--- src/hdl/ctud_pkg.sv ---
// Purpose: shared constants for the core up/down timer
// Assumes: axi4-lite register access, 32-bit data
// Notes: register offsets are byte addresses
package ctud_pkg;
  localparam logic [7:0] ctrl_off = 8'h00;
  localparam logic [7:0] count_off = 8'h04;
  localparam logic [7:0] status_off = 8'h08;
  localparam logic [15:0] ctrl_reset = 16'h0000;
  localparam logic [15:0] count_reset = 16'h0000;
  localparam int input_sel_lsb = 0;
  localparam int mode_lsb = 3;
  localparam int run_pos = 6;
  localparam int dir_pos = 7;
  localparam int ext_dir_en_pos = 8;
  localparam int out_en_pos = 9;
  localparam int toggle_pos = 10;
  localparam int bps_lsb = 11;
  localparam int aux_remote_pos = 13;
  localparam logic [2:0] mode_timer = 3'h0;
  localparam logic [2:0] mode_counter = 3'h1;
  localparam logic [2:0] mode_gate_low = 3'h2;
  localparam logic [2:0] mode_gate_high = 3'h3;
  localparam logic [2:0] edge_none = 3'h0;
  localparam logic [2:0] edge_rise = 3'h1;
  localparam logic [2:0] edge_fall = 3'h2;
  localparam logic [2:0] edge_any = 3'h3;
  localparam logic [1:0] resp_okay = 2'h0;
  localparam logic [1:0] resp_slverr = 2'h2;
  typedef enum logic [1:0] {ctud_bps_div4, ctud_bps_div2, ctud_bps_div16, ctud_bps_div8} ctud_bps_t;
endpackage : ctud_pkg

--- src/hdl/ctud_core_timer.sv ---
// Purpose: core 16-bit up/down timer with overflow toggle latch
// Assumes: axi4-lite slave, inputs synchronous to mclk
// Notes: one write and one read under way at a time
//
// Design decisions made here: the AXI4-Lite register port and the register addresses.

// Summary of operation
// - software direction bit: 0 up, 1 down
// - run bit 0 stops, 1 runs
// - mode field decodes timer, counter, gated modes
// - run bit honoured in every mode
// - gated: count only with run and gate
// - code 010 low enables, 011 high enables
// - mode bit 3 picks gate level
// - remote select lets run bit drive aux
// - external pin sets direction, xor software bit
// - direction changes apply immediately
// - wrap toggles latch, shadow follows one cycle
// - latch and shadow routed to aux input
// - software write loads both latches together
// - output pin shows latch or high
// - wrap pulse output for capture/compare timers
// - timer mode: block then input prescaler
// - no interrupt on gate transitions
// - counter edge select: none, rise, fall, any
// - block prescaler: 4, 2, 16, 8
// - cpu write beats counting same cycle
// - external direction disconnected when enable 0
module ctud_core_timer (
  input wire logic mclk,
  input wire logic rst,
  input wire logic [7:0] s_axi_awaddr,
  input wire logic s_axi_awvalid,
  output logic s_axi_awready,
  input wire logic [31:0] s_axi_wdata,
  input wire logic [3:0] s_axi_wstrb,
  input wire logic s_axi_wvalid,
  output logic s_axi_wready,
  output logic [1:0] s_axi_bresp,
  output logic s_axi_bvalid,
  input wire logic s_axi_bready,
  input wire logic [7:0] s_axi_araddr,
  input wire logic s_axi_arvalid,
  output logic s_axi_arready,
  output logic [31:0] s_axi_rdata,
  output logic [1:0] s_axi_rresp,
  output logic s_axi_rvalid,
  input wire logic s_axi_rready,
  input wire logic core_count_gate_input,
  input wire logic core_ext_dir_pin,
  output logic toggle_output_pin,
  output logic core_wrap_pulse,
  output logic aux_toggle_latch,
  output logic aux_shadow_latch,
  output logic aux_remote_run
);
  logic [15:0] core_timer_control;
  logic [15:0] core_timer;
  logic overflow_toggle_latch;
  logic shadow_latch;
  logic [7:0] aw_addr;
  logic aw_held;
  logic [31:0] w_data;
  logic [3:0] w_strb;
  logic w_held;
  logic [4:0] block_cnt;
  logic [7:0] input_cnt;
  logic gate_prev;
  logic block_tick;
  logic prescale_tick;
  logic count_edge;
  logic count_step;
  logic core_dir_bit;
  logic core_run_bit;
  logic [2:0] core_mode_field;
  logic [2:0] core_input_select;
  logic core_ext_dir_enable;
  logic toggle_output_enable;
  logic aux_remote_run_select;
  logic [1:0] block_prescaler_field;
  logic count_down;
  logic gate_open;
  logic wrap;
  logic do_write;
  logic wr_ctrl;
  logic wr_count;
  logic [15:0] wr_val16;
  logic [15:0] next_core_timer;
  logic [4:0] block_div_mask;
  logic [7:0] input_div_mask;

  assign core_dir_bit = core_timer_control[ctud_pkg::dir_pos];
  assign core_run_bit = core_timer_control[ctud_pkg::run_pos];
  assign core_mode_field = core_timer_control[ctud_pkg::mode_lsb +: 3];
  assign core_input_select = core_timer_control[ctud_pkg::input_sel_lsb +: 3];
  assign core_ext_dir_enable = core_timer_control[ctud_pkg::ext_dir_en_pos];
  assign toggle_output_enable = core_timer_control[ctud_pkg::out_en_pos];
  assign aux_remote_run_select = core_timer_control[ctud_pkg::aux_remote_pos];
  assign block_prescaler_field = core_timer_control[ctud_pkg::bps_lsb +: 2];

  // direction from software bit, optionally the pin
  assign count_down = core_ext_dir_enable ? (core_ext_dir_pin ^ core_dir_bit)
    : core_dir_bit;

  // block prescaler divide mask
  always_comb
  begin
    case (ctud_pkg::ctud_bps_t'(block_prescaler_field))
      ctud_pkg::ctud_bps_div4: block_div_mask = 5'h03;
      ctud_pkg::ctud_bps_div2: block_div_mask = 5'h01;
      ctud_pkg::ctud_bps_div16: block_div_mask = 5'h0F;
      ctud_pkg::ctud_bps_div8: block_div_mask = 5'h07;
      default: block_div_mask = 5'h03;
    endcase
  end

  // input prescaler divides by 2 to the input select
  assign input_div_mask = 8'(({8'h00, 1'b1} << core_input_select) - 9'h001);
  assign block_tick = ((block_cnt & block_div_mask) == block_div_mask);
  assign prescale_tick = block_tick && ((input_cnt & input_div_mask) == input_div_mask);

  always_ff @(posedge mclk)
  begin
    if (rst)
    begin
      block_cnt <= 5'h00;
      input_cnt <= 8'h00;
    end
    else
    begin
      block_cnt <= block_cnt + 5'h01;
      if (block_tick)
        input_cnt <= input_cnt + 8'h01;
    end
  end

  always_ff @(posedge mclk)
  begin
    if (rst)
      gate_prev <= 1'b0;
    else
      gate_prev <= core_count_gate_input;
  end

  // counter edge select; assumes source holds levels long enough
  always_comb
  begin
    case (core_input_select)
      ctud_pkg::edge_rise: count_edge = core_count_gate_input && !gate_prev;
      ctud_pkg::edge_fall: count_edge = !core_count_gate_input && gate_prev;
      ctud_pkg::edge_any: count_edge = core_count_gate_input != gate_prev;
      default: count_edge = 1'b0;
    endcase
  end

  // gate level picked by mode bit 3
  assign gate_open = (core_count_gate_input == core_mode_field[0]);

  always_comb
  begin
    case (core_mode_field)
      ctud_pkg::mode_timer: count_step = core_run_bit && prescale_tick;
      ctud_pkg::mode_counter: count_step = core_run_bit && count_edge;
      ctud_pkg::mode_gate_low, ctud_pkg::mode_gate_high:
        count_step = core_run_bit && gate_open && prescale_tick;
      default: count_step = 1'b0;
    endcase
  end

  assign wrap = count_step && (count_down ? (core_timer == 16'h0000)
    : (core_timer == 16'hFFFF));

  // axi write path
  assign do_write = aw_held && w_held && !s_axi_bvalid;
  assign wr_ctrl = do_write && (aw_addr == ctud_pkg::ctrl_off);
  assign wr_count = do_write && (aw_addr == ctud_pkg::count_off);
  assign wr_val16 = {w_strb[1] ? w_data[15:8] : 8'h00, w_strb[0] ? w_data[7:0] : 8'h00};

  always_ff @(posedge mclk)
  begin
    if (rst)
    begin
      aw_held <= 1'b0;
      w_held <= 1'b0;
      aw_addr <= 8'h00;
      w_data <= 32'h00000000;
      w_strb <= 4'h0;
      s_axi_awready <= 1'b0;
      s_axi_wready <= 1'b0;
      s_axi_bvalid <= 1'b0;
      s_axi_bresp <= ctud_pkg::resp_okay;
    end
    else
    begin
      s_axi_awready <= !aw_held && !s_axi_awready && !s_axi_bvalid;
      s_axi_wready <= !w_held && !s_axi_wready && !s_axi_bvalid;
      if (s_axi_awvalid && s_axi_awready)
      begin
        aw_held <= 1'b1;
        aw_addr <= s_axi_awaddr;
        s_axi_awready <= 1'b0;
      end
      if (s_axi_wvalid && s_axi_wready)
      begin
        w_held <= 1'b1;
        w_data <= s_axi_wdata;
        w_strb <= s_axi_wstrb;
        s_axi_wready <= 1'b0;
      end
      if (do_write)
      begin
        aw_held <= 1'b0;
        w_held <= 1'b0;
        s_axi_bvalid <= 1'b1;
        s_axi_bresp <= (wr_ctrl || wr_count || aw_addr == ctud_pkg::status_off)
          ? ctud_pkg::resp_okay : ctud_pkg::resp_slverr;
      end
      else if (s_axi_bvalid && s_axi_bready)
        s_axi_bvalid <= 1'b0;
    end
  end

  // control register, byte lanes honoured
  always_ff @(posedge mclk)
  begin
    if (rst)
      core_timer_control <= ctud_pkg::ctrl_reset;
    else if (wr_ctrl)
    begin
      if (w_strb[0])
        core_timer_control[7:0] <= w_data[7:0];
      if (w_strb[1])
        core_timer_control[15:8] <= w_data[15:8];
    end
    else if (wrap)
      core_timer_control[ctud_pkg::toggle_pos] <= !overflow_toggle_latch;
  end

  assign overflow_toggle_latch = core_timer_control[ctud_pkg::toggle_pos];

  // shadow latch: follows latch, loaded with it on software write
  always_ff @(posedge mclk)
  begin
    if (rst)
      shadow_latch <= 1'b0;
    else if (wr_ctrl && w_strb[1])
      shadow_latch <= w_data[ctud_pkg::toggle_pos];
    else
      shadow_latch <= overflow_toggle_latch;
  end

  // counter; cpu write wins over counting
  always_comb
  begin
    next_core_timer = core_timer;
    if (wr_count)
      next_core_timer = (core_timer & {w_strb[1] ? 8'h00 : 8'hFF, w_strb[0] ? 8'h00 : 8'hFF})
        | wr_val16;
    else if (count_step)
      next_core_timer = count_down ? core_timer - 16'h0001 : core_timer + 16'h0001;
  end

  always_ff @(posedge mclk)
  begin
    if (rst)
      core_timer <= ctud_pkg::count_reset;
    else
      core_timer <= next_core_timer;
  end

  // outputs, all registered; no interrupt logic
  always_ff @(posedge mclk)
  begin
    if (rst)
    begin
      toggle_output_pin <= 1'b1;
      core_wrap_pulse <= 1'b0;
      aux_toggle_latch <= 1'b0;
      aux_shadow_latch <= 1'b0;
      aux_remote_run <= 1'b0;
    end
    else
    begin
      toggle_output_pin <= toggle_output_enable ? overflow_toggle_latch : 1'b1;
      core_wrap_pulse <= wrap && !wr_count;
      aux_toggle_latch <= overflow_toggle_latch;
      aux_shadow_latch <= shadow_latch;
      aux_remote_run <= aux_remote_run_select && core_run_bit;
    end
  end

  // axi read path
  always_ff @(posedge mclk)
  begin
    if (rst)
    begin
      s_axi_arready <= 1'b0;
      s_axi_rvalid <= 1'b0;
      s_axi_rdata <= 32'h00000000;
      s_axi_rresp <= ctud_pkg::resp_okay;
    end
    else
    begin
      s_axi_arready <= !s_axi_rvalid && !s_axi_arready;
      if (s_axi_arvalid && s_axi_arready)
      begin
        s_axi_arready <= 1'b0;
        s_axi_rvalid <= 1'b1;
        s_axi_rresp <= ctud_pkg::resp_okay;
        case (s_axi_araddr)
          ctud_pkg::ctrl_off: s_axi_rdata <= {16'h0000, core_timer_control};
          ctud_pkg::count_off: s_axi_rdata <= {16'h0000, core_timer};
          ctud_pkg::status_off: s_axi_rdata <= {29'h00000000, count_down, shadow_latch,
            overflow_toggle_latch};
          default:
          begin
            s_axi_rdata <= 32'h00000000;
            s_axi_rresp <= ctud_pkg::resp_slverr;
          end
        endcase
      end
      else if (s_axi_rvalid && s_axi_rready)
        s_axi_rvalid <= 1'b0;
    end
  end
endmodule : ctud_core_timer

--- config.mk ---
export PLATFORM = sky130hd
export DESIGN_NAME = ctud_core_timer
export DESIGN_NICKNAME = d
export VERILOG_FILES = /design/src/hdl/ctud_pkg.sv /design/src/hdl/ctud_core_timer.sv
export SDC_FILE = /design/constraint.sdc
export NUM_CORES = 1
export LEC_CHECK = 0
export ABC_AREA = 1
export BUFFER_PORTS_ARGS = -buffer_cell sky130_fd_sc_hd__buf_2
export CAP_MARGIN = 20
export CORE_MARGIN = 2
export CORE_UTILIZATION = 51
export CTS_CLUSTER_DIAMETER = 120
export DETAILED_ROUTE_END_ITERATION = 12
export PLACE_DENSITY_LB_ADDON = 0.3
export SKIP_CTS_REPAIR_TIMING = 1
export SYNTH_ARGS = -nofsm -noshare
export SYNTH_HDL_FRONTEND = slang
export SYNTH_SLANG_ARGS = --single-unit
--- constraint.sdc ---
create_clock -name mclk -period 4.4 [get_ports mclk]
set_input_delay 1.1 -clock mclk [delete_from_list [all_inputs] [get_ports mclk]]
set_output_delay 1.1 -clock mclk [all_outputs]
set_load 0.02 [all_outputs]
Yosys cells after proc, flatten, opt, wreduce, memory -nomap -nowiden
Cells that the tools add are included.
{ "totals": {"reg_bits": 121, "in_bits": 61, "output_inout_bits": 46, "wordCells": 137} }
{ "classes": {"addsub": 5, "n_eq_ne": 19, "n_shift": 1, "mux": 23, "bitwise_logic": 6, "reduce_logical": 57} }
{ "ops": {"columns": ["cell", "n"], "rows": [
  ["$mux 16", 3],
  ["$pmux 16 s3", 1],
  ["$mux 8", 4],
  ["$logic_and 1x1->1", 25],
  ["$pmux 5 s4", 1],
  ["$add 16x1->16 const B", 1],
  ["$and 16x16->16", 1],
  ["$eq 16x16->1 const B", 1],
  ["$eq 8x3->1 const B", 2],
  ["$eq 8x4->1 const B", 2],
  ["$logic_not 16->1", 1],
  ["$logic_not 8->1", 2],
  ["$or 16x16->16", 1],
  ["$sub 16x1->16 const B", 1],
  ["$eq 3x2->1 const B", 4],
  ["$reduce_or 2->1", 6],
  ["$logic_not 1->1", 11],
  ["$mux 1", 9],
  ["$add 8x1->8 const B", 1],
  ["$and 8x8->8", 1],
  ["$eq 8x8->1", 1],
  ["$reduce_bool 2->1", 4],
  ["$shl 1x3->8 const A", 1],
  ["$sub 8x1->8 const B", 1],
  ["other kinds (19)", 26]
]} }

Logic depth before layout (Yosys ltp)
Gate-level depths: netlist (run 1).
{ "logic_depth": {"depth_word": 10, "ltp_mapped": 16, "mapped_depth_nobuf": 15} }

Worst setup path before layout (run 1)
No wires, ideal clock.
{ "synth_path": {"kind": "input to register", "start": "input port core_ext_dir_pin", "end": "register (tool-made name)", "t_arrival_ns": 2.803, "path_slack_ns": 1.465, "stages": 13, "path_cell_list": "nand2_1 > nand2_1 > nand2_1 > fa_1 > nand2_1 > nand3_1 > nand3_1 > nand2_1 > or2_2 > nand3_1 > o21ai_0 > nand2_1 > a21oi_1"} }
{ "synth_lines": {"columns": ["element", "line", "source"], "rows": [
  ["start: declaration", "ctud_core_timer.sv:50", "input wire logic core_ext_dir_pin,"]
]} }

==> results of run 1 <==
worst max path at each step:
stage	end	slack, ps
6_report	flop	1290
5_1_grt	flop	1010
4_1_cts	flop	1290
3_5_place_dp	flop	890
3_3_place_gp	flop	980
2_1_floorplan	flop	1470
cells in the final DEF (no fill, tap or decap):
cell	synthesis	layout
sky130_fd_sc_hd__a21o_1	2	2
sky130_fd_sc_hd__a21boi_0	1	1
sky130_fd_sc_hd__buf_4	19	3
sky130_fd_sc_hd__o221ai_1	2	2
sky130_fd_sc_hd__clkinvlp_4	0	2
sky130_fd_sc_hd__nand3_1	59	59
sky130_fd_sc_hd__nor2_1	63	63
sky130_fd_sc_hd__nor3_4	2	2
sky130_fd_sc_hd__xnor2_1	3	3
sky130_fd_sc_hd__or2_2	2	2
sky130_fd_sc_hd__o22ai_1	19	19
sky130_fd_sc_hd__dfxtp_1	101	101
sky130_fd_sc_hd__nor4_1	2	2
sky130_fd_sc_hd__o21a_1	1	1
sky130_fd_sc_hd__a31oi_1	8	8
sky130_fd_sc_hd__conb_1	1	18
sky130_fd_sc_hd__clkinv_1	1	1
sky130_fd_sc_hd__clkbuf_1	21	3
sky130_fd_sc_hd__nand4_1	13	13
sky130_fd_sc_hd__a211oi_1	6	6
sky130_fd_sc_hd__nor2_2	1	1
sky130_fd_sc_hd__nand2_1	162	162
sky130_fd_sc_hd__clkbuf_8	0	10
sky130_fd_sc_hd__nor3b_1	3	3
sky130_fd_sc_hd__ha_1	19	19
sky130_fd_sc_hd__o21ai_0	57	57
sky130_fd_sc_hd__bufinv_16	0	1
sky130_fd_sc_hd__nor3_1	10	10
sky130_fd_sc_hd__and2_1	1	1
sky130_fd_sc_hd__fa_1	1	1
sky130_fd_sc_hd__inv_1	91	91
sky130_fd_sc_hd__nand3b_1	3	3
sky130_fd_sc_hd__buf_2	3	70
sky130_fd_sc_hd__a21oi_1	81	81
sky130_fd_sc_hd__o31ai_1	2	2
sky130_fd_sc_hd__nand3_2	2	2
sky130_fd_sc_hd__xor2_1	4	4
sky130_fd_sc_hd__nand2_2	2	2
stage by stage:
step / utilization (%) / hold slack (ps) / cells
CTS: 57.44 / 438.1 / 967
global route: 57.44 / 466.3 / 967
global placement: 55.55 / 413.7 / 951
finish: 57.44 / 439.8 / 967
detailed placement: 55.55 / 421.4 / 951
floorplan: - / 400.7 / 787
final cells by class:
class                   count  area share [%]
multi-input cells         549           47.18
flip-flops and latches    101           34.40
repair buffers             73           6.344
inverters                  92           5.876
well taps                 136           2.895
clock buffers              13           2.534
clock inverters             3          0.7664
kinds of logic after synthesis:
kind of cell	Yosys count
flip-flops	101
buffers and inverters	137
adder cells (fa/ha/maj)	20
AND/OR/NAND/NOR	325
XOR/XNOR	7
AO/OA/AOI/OAI	179
other	1
per-layer routing:
layer	track usage [%]	vias up	wire, um
met1	31.45	2418	6026
met5	0	-	0
met3	5.150	23	840
met4	7.895	0	295
li1	-	2640	-
met2	43.96	176	6586
power by group through the flow:
stage               Sequential [mW]  Combinational (mW)  Clock [mW]
global placement              0.982               0.137           0
global route                  0.966               0.161       0.647
CTS                           0.962               0.142       0.603
finish                        0.962               0.142       0.588
floorplan                     0.979               0.108           0
detailed placement            0.983               0.141           0
worst max-delay path, delay by kind of cell:
kind	cells	cell delay, ps
AOI/OAI and AO/OA	5	970
adders and majority gates	1	540
buffers and inverters	1	100
and+or+nand+nor	6	710
==> impl_metrics.yaml, run 1 <==
clocking:
  cts_root_buf: "sky130_fd_sc_hd__clkbuf_8"
  clock_insertion_delay_worst_skew_ps: 380
  cts_tree: "yes"
  cts_inserted_buffers: 9
  cts.sinks: 101
  clk_path_buf_depth: 2
  htree_num_levels: 3
  clk_pin_slew_ps: 90
sta:
  timing.final.setup_violations: 0
  slew_headroom_pct: 40.20
  rsz_0062_raised_after_global_routing: "no"
  finalHoldViolCount: 0
  achievable-frequency_ghz: 0.3212
  finalCriticalPeriod_ps: 3113
  setup_slack_ps: 1287
  timing.final.max_slew_violations: 0
  totalNegativeSetupSlack_ps: 0
  post-route-period-util_pct: 70.76
  finClkSkew_ps: 13.16
  worst-slew-pin-transition_ps: 894.9
final_layout:
  n_fill_cell: 999
  finalNetCount: 907
  final_design_area_no_fill_um2: 5877
  area_delta_synth_final_pct: 10.31
  layout-drive-gt1-share_pct: 11.43
  area_used_by_multi_input_combinational_logic_um2: 2773
  num_antenna_cells: 0
  ff_latch_area_um2: 2022
floorplanning:
  die_width_um: 106.2
  num_rows: 37
  die-area_um2: 11280
  die_height_um: 106.2
  ios: 107
  design.core.area_um2: 10230
  initial_utilization_pct: 52.07
global_routing:
  gr-total-overflow: 0
  grt_first_pass_wirelength_mm: 22.92
  grt_start_max_net_pins: 57
  grt_pass1_vias: 4995
  combined_global_route_utilization_of_all_metal_layers_pct: 25.31
  antenna_violations_before_repair: 0
placed_design:
  place_congestion: 0.9300
  post_dp_cell_area_um2: 5683
  port-buffer-count: 70
  place_hpwl_mm: 10.28
  setup_slack_at_placement_ps: 894.1
synthesis:
  number_of_enable_type_register_cells_in_the_synthesized_netlist: 0
  synth_seq_cells: 101
  synthXorXnorAreaFrac_pct: 1.151
  synth_largest_type_area_fraction_pct: 37.95
  synthArstFlopShare_pct: 0
  netlist_top_cells_area: "sky130_fd_sc_hd__dfxtp_1 38%, sky130_fd_sc_hd__nand2_1 11%, sky130_fd_sc_hd__a21oi_1 7.6%"
  synth_cell_types: 37
  synth_largest_area_cell: "sky130_fd_sc_hd__dfxtp_1"
  cell_count_after_synthesis: 770
  synth.area.mux_share_pct: 0
  synth.yosys.warnings: 0
  synth.cells.most_frequent: "162 x sky130_fd_sc_hd__nand2_1, 101 x sky130_fd_sc_hd__dfxtp_1, 91 x sky130_fd_sc_hd__inv_1"
  synthMostInstantiatedCell: "sky130_fd_sc_hd__nand2_1"
  syn-cell-area_um2: 5328
  leading_register_cell_type_out_of_synthesis: "sky130_fd_sc_hd__dfxtp_1"
  synth-seq-area-share_pct: 37.95
  syn_avg_cell_area_um2: 6.919
  synth-simple-area-share_pct: 26.63
  synthAdderAreaFrac_pct: 4.838
  synth_top_family_by_area: "simple AND/OR/NAND/NOR gates"
  compound_gate_fraction_of_synth_area_pct: 18.15
drt:
  via_count: 5257
  first_pass_iters: 5
  route.antenna.remaining_nets: 0
  post-route-drc-count: 0
  wl_mm: 13.75
  wl_per_cell_um: 14.22
  via_per_inst: 5.436
  drt_iter0_markers: 464
setup_path:
  cp.arrival_ps: 3430
  launching_point_of_the_worst_reg2reg_path: "core_timer_control[7]$_SDFFE_PP0P_"
  cp_cell_sequence: "buf_2, nand2_1, nand2_1, nand2_1, ha_1, a21oi_1, o21ai_0, a21o_1, nand2_1, nand2_1, o21ai_0, a21oi_1, nor2_1"
  crit_slowest_cell: "sky130_fd_sc_hd__ha_1"
  critPathCaptureType: "flop"
  timing.critical_path.mode_cell: "sky130_fd_sc_hd__nand2_1"
  critPathMaxStageDelay_ps: 540
  peak_fanout_along_the_critical_path: 18
  crit_path_start: "core_ext_dir_pin"
  crit_required_ps: 4720
  worstSetupPathType: "in2reg"
  regToRegSetupSlack_ps: 1680
  critical_path.startpoint_type: "input port"
  ff2ff_path_depth: 12
power_and_ir_drop:
  p_clk_share_pct: 34.8
  sw_frac_of_total_pct: 25.35
  power.density_nw_per_um2: 288.0
  post-layout-total-power_mw: 1.693
  cell_internal_pwr_mw: 1.264
  p_leak_nw: 2.542
  power.net_switching_mw: 0.4291
  pwr-share-comb_pct: 8.4
  vdd.ir_drop.worst_v: 0.0002283
  p_seq_share_pct: 56.8
run_status:
  status: "finished clean"
min_path:
  min_path_type: "reg2reg"
  hp-start: "aw_held$_SDFFE_PP0P_"
  hold-path-cell-count: 1
  min_to: "s_axi_awready$_SDFF_PP0_"
run:
  cap_violations: 0
Power figures use the tool's default switching activity.
==> inputs of run 2 (changes only) <==
Settings changed: CORE_UTILIZATION 51 to 50.
Clock period 4.4 ns to 2.8 ns, I/O delays scaled along.
==> run 2 against run 1 <==
  * Power increased by 57%
  * Via count increased by 0.40%
  * Utilization is 0.20 points higher
  * Register-to-register slack worse by 1300 ps
  * Sequential share of layout area fell by 0.43 points
  * Count of clock-buffer cells in the layout fell by 1
  * Final area grew 1.3%
  * Setup slack lost 870 ps
  * Highest routed layer unchanged
  * Largest power group unchanged
  * Clock skew grew 1.2 ps
  * Sequential cell count did not move
  * Combinational power increased by 61%
  * Non-clock buffer count increased by 8
==> impl_metrics.yaml, run 2 (synthesized netlist as in run 1, its figures left out) <==
drt:
  via_count: 5278
  wl_mm: 14.07
  route.antenna.remaining_nets: 0
  post-route-drc-count: 0
  wl_per_cell_um: 14.43
  via_per_inst: 5.413
  drt_iter0_markers: 392
  first_pass_iters: 5
global_routing:
  grt_start_max_net_pins: 57
  gr-total-overflow: 0
  combined_global_route_utilization_of_all_metal_layers_pct: 26.01
  grt_first_pass_wirelength_mm: 23.52
  antenna_violations_before_repair: 0
  grt_pass1_vias: 4950
floorplanning:
  die_height_um: 107.2
  die_width_um: 107.2
  ios: 107
  design.core.area_um2: 10320
  num_rows: 37
  die-area_um2: 11500
  initial_utilization_pct: 51.61
final_layout:
  num_antenna_cells: 0
  area_used_by_multi_input_combinational_logic_um2: 2773
  fin_util_pct: 57.64
  finalNetCount: 915
  most-common-layout-cells: "162 x sky130_fd_sc_hd__nand2_1, 101 x sky130_fd_sc_hd__dfxtp_1, 91 x sky130_fd_sc_hd__inv_1"
  n_fill_cell: 1018
  ff_latch_area_um2: 2022
  final_design_area_no_fill_um2: 5951
  area_delta_synth_final_pct: 11.70
  layout-drive-gt1-share_pct: 12.63
  final_common_cell: "sky130_fd_sc_hd__nand2_1"
sta:
  finalCriticalPeriod_ps: 2381
  achievable-frequency_ghz: 0.4200
  timing.final.setup_violations: 0
  post-route-period-util_pct: 85.03
  totalNegativeSetupSlack_ps: 0
  worst-slew-pin-transition_ps: 610.2
  finalHoldViolCount: 0
  rsz_0062_raised_after_global_routing: "no"
  finClkSkew_ps: 14.33
  timing.final.max_slew_violations: 0
  slew_headroom_pct: 59.22
  setup_slack_ps: 419.3
power_and_ir_drop:
  p_seq_share_pct: 57.1
  power.net_switching_mw: 0.7022
  pwr-share-comb_pct: 8.6
  p_clk_share_pct: 34.3
  cell_internal_pwr_mw: 1.950
  post-layout-total-power_mw: 2.652
  p_leak_nw: 2.590
  power.density_nw_per_um2: 445.7
  sw_frac_of_total_pct: 26.47
  vdd.ir_drop.worst_v: 0.0003432
run:
  cap_violations: 0
placed_design:
  setup_slack_at_placement_ps: 104.2
  place_hpwl_mm: 10.79
  port-buffer-count: 70
  post_dp_cell_area_um2: 5756
  place_congestion: 0.9440
setup_path:
  crit_required_ps: 3110
  critPathMaxStageDelay_ps: 520
  timing.critical_path.mode_cell: "sky130_fd_sc_hd__nand2_1"
  cp_cell_sequence: "inv_1, nand3_1, ha_1, nand3_1, nand2_1, nor2_1, nor2_1, nand4_1, nand2_1, nand3_2, nand2_1, nand2_1, a21oi_1"
  critPathTopFamily: "simple AND/OR/NAND/NOR gates"
  crit_slowest_cell: "sky130_fd_sc_hd__dfxtp_1"
  critPathCaptureType: "flop"
  cp.arrival_ps: 2690
  cp_num_buf_inv: 1
  worstSetupPathType: "reg2reg"
  critical_path.startpoint_type: "flop"
  peak_fanout_along_the_critical_path: 10
clocking:
  clk_pin_slew_ps: 100
  clock_insertion_delay_worst_skew_ps: 390
  cts_root_buf: "sky130_fd_sc_hd__clkbuf_8"
  cts_tree: "yes"
  cts_inserted_buffers: 9
  cts.sinks: 101
  clk_path_buf_depth: 2
  htree_num_levels: 3
min_path:
  min_path_type: "reg2reg"
run_status:
  status: "finished clean"
==> run 2: changes by cell type in the layout (fill, tap and decap cells not counted), sizes merged <==
cell,change
clkinvlp,-1
buf,+8
clkinv,+2
bufinv,-1
inv,+1
clkbuf,-1
==> run 2: tightest hold or removal path: stages (launching register included) <==
cell	delay, ps
sky130_fd_sc_hd__dfxtp_1	310
sky130_fd_sc_hd__inv_1	60
sky130_fd_sc_hd__a21oi_1	50
==> run 2: power groups by stage <==
stage          clock network, mW  registers (mW)  logic, mW
3_3_place_gp                   0            1.54      0.220
6_report                   0.910            1.51      0.229
2_1_floorplan                  0            1.54      0.170
3_5_place_dp                   0            1.55      0.229
4_1_cts                    0.929            1.51      0.229
5_1_grt                    0.994            1.52      0.260
==> run 2: final timing paths <==
check                                          start  slack, ps                       to  cells after the start
setup / recovery  core_timer_control[1]$_SDFFE_PP0P_        420                     flop                     13
hold / removal               aw_addr[1]$_SDFFE_PP0P_        460  aw_addr[1]$_SDFFE_PP0P_                      2
setup reg to reg  core_timer_control[1]$_SDFFE_PP0P_        420                     flop                     13
hold reg to reg              aw_addr[1]$_SDFFE_PP0P_        460  aw_addr[1]$_SDFFE_PP0P_                      2
==> run 2: metrics by stage <==
step,cells,hold WS [ps]
floorplan,787,400.7
global placement,959,417.8
detailed placement,959,438.1
CTS,975,457.2
global route,975,474.1
finish,975,459.1
==> run 2: area by class of cell <==
class	instances	area share (%)
multi-input combinational	549	46.59
sequential	101	33.98
timing repair buffer	81	7.485
inverter	92	5.803
tap	136	2.860
clock buffer	12	2.775
clock inverter	4	0.5046
==> run 2: routing by layer <==
layer | up-vias | share of wire (%) | GRT usage [%]
li1 | 2655 | - | -
met1 | 2436 | 43 | 31.69
met2 | 168 | 49 | 46.16
met3 | 19 | 5.8 | 5.046
met4 | 0 | 1.5 | 7.792
met5 | - | 0 | 0
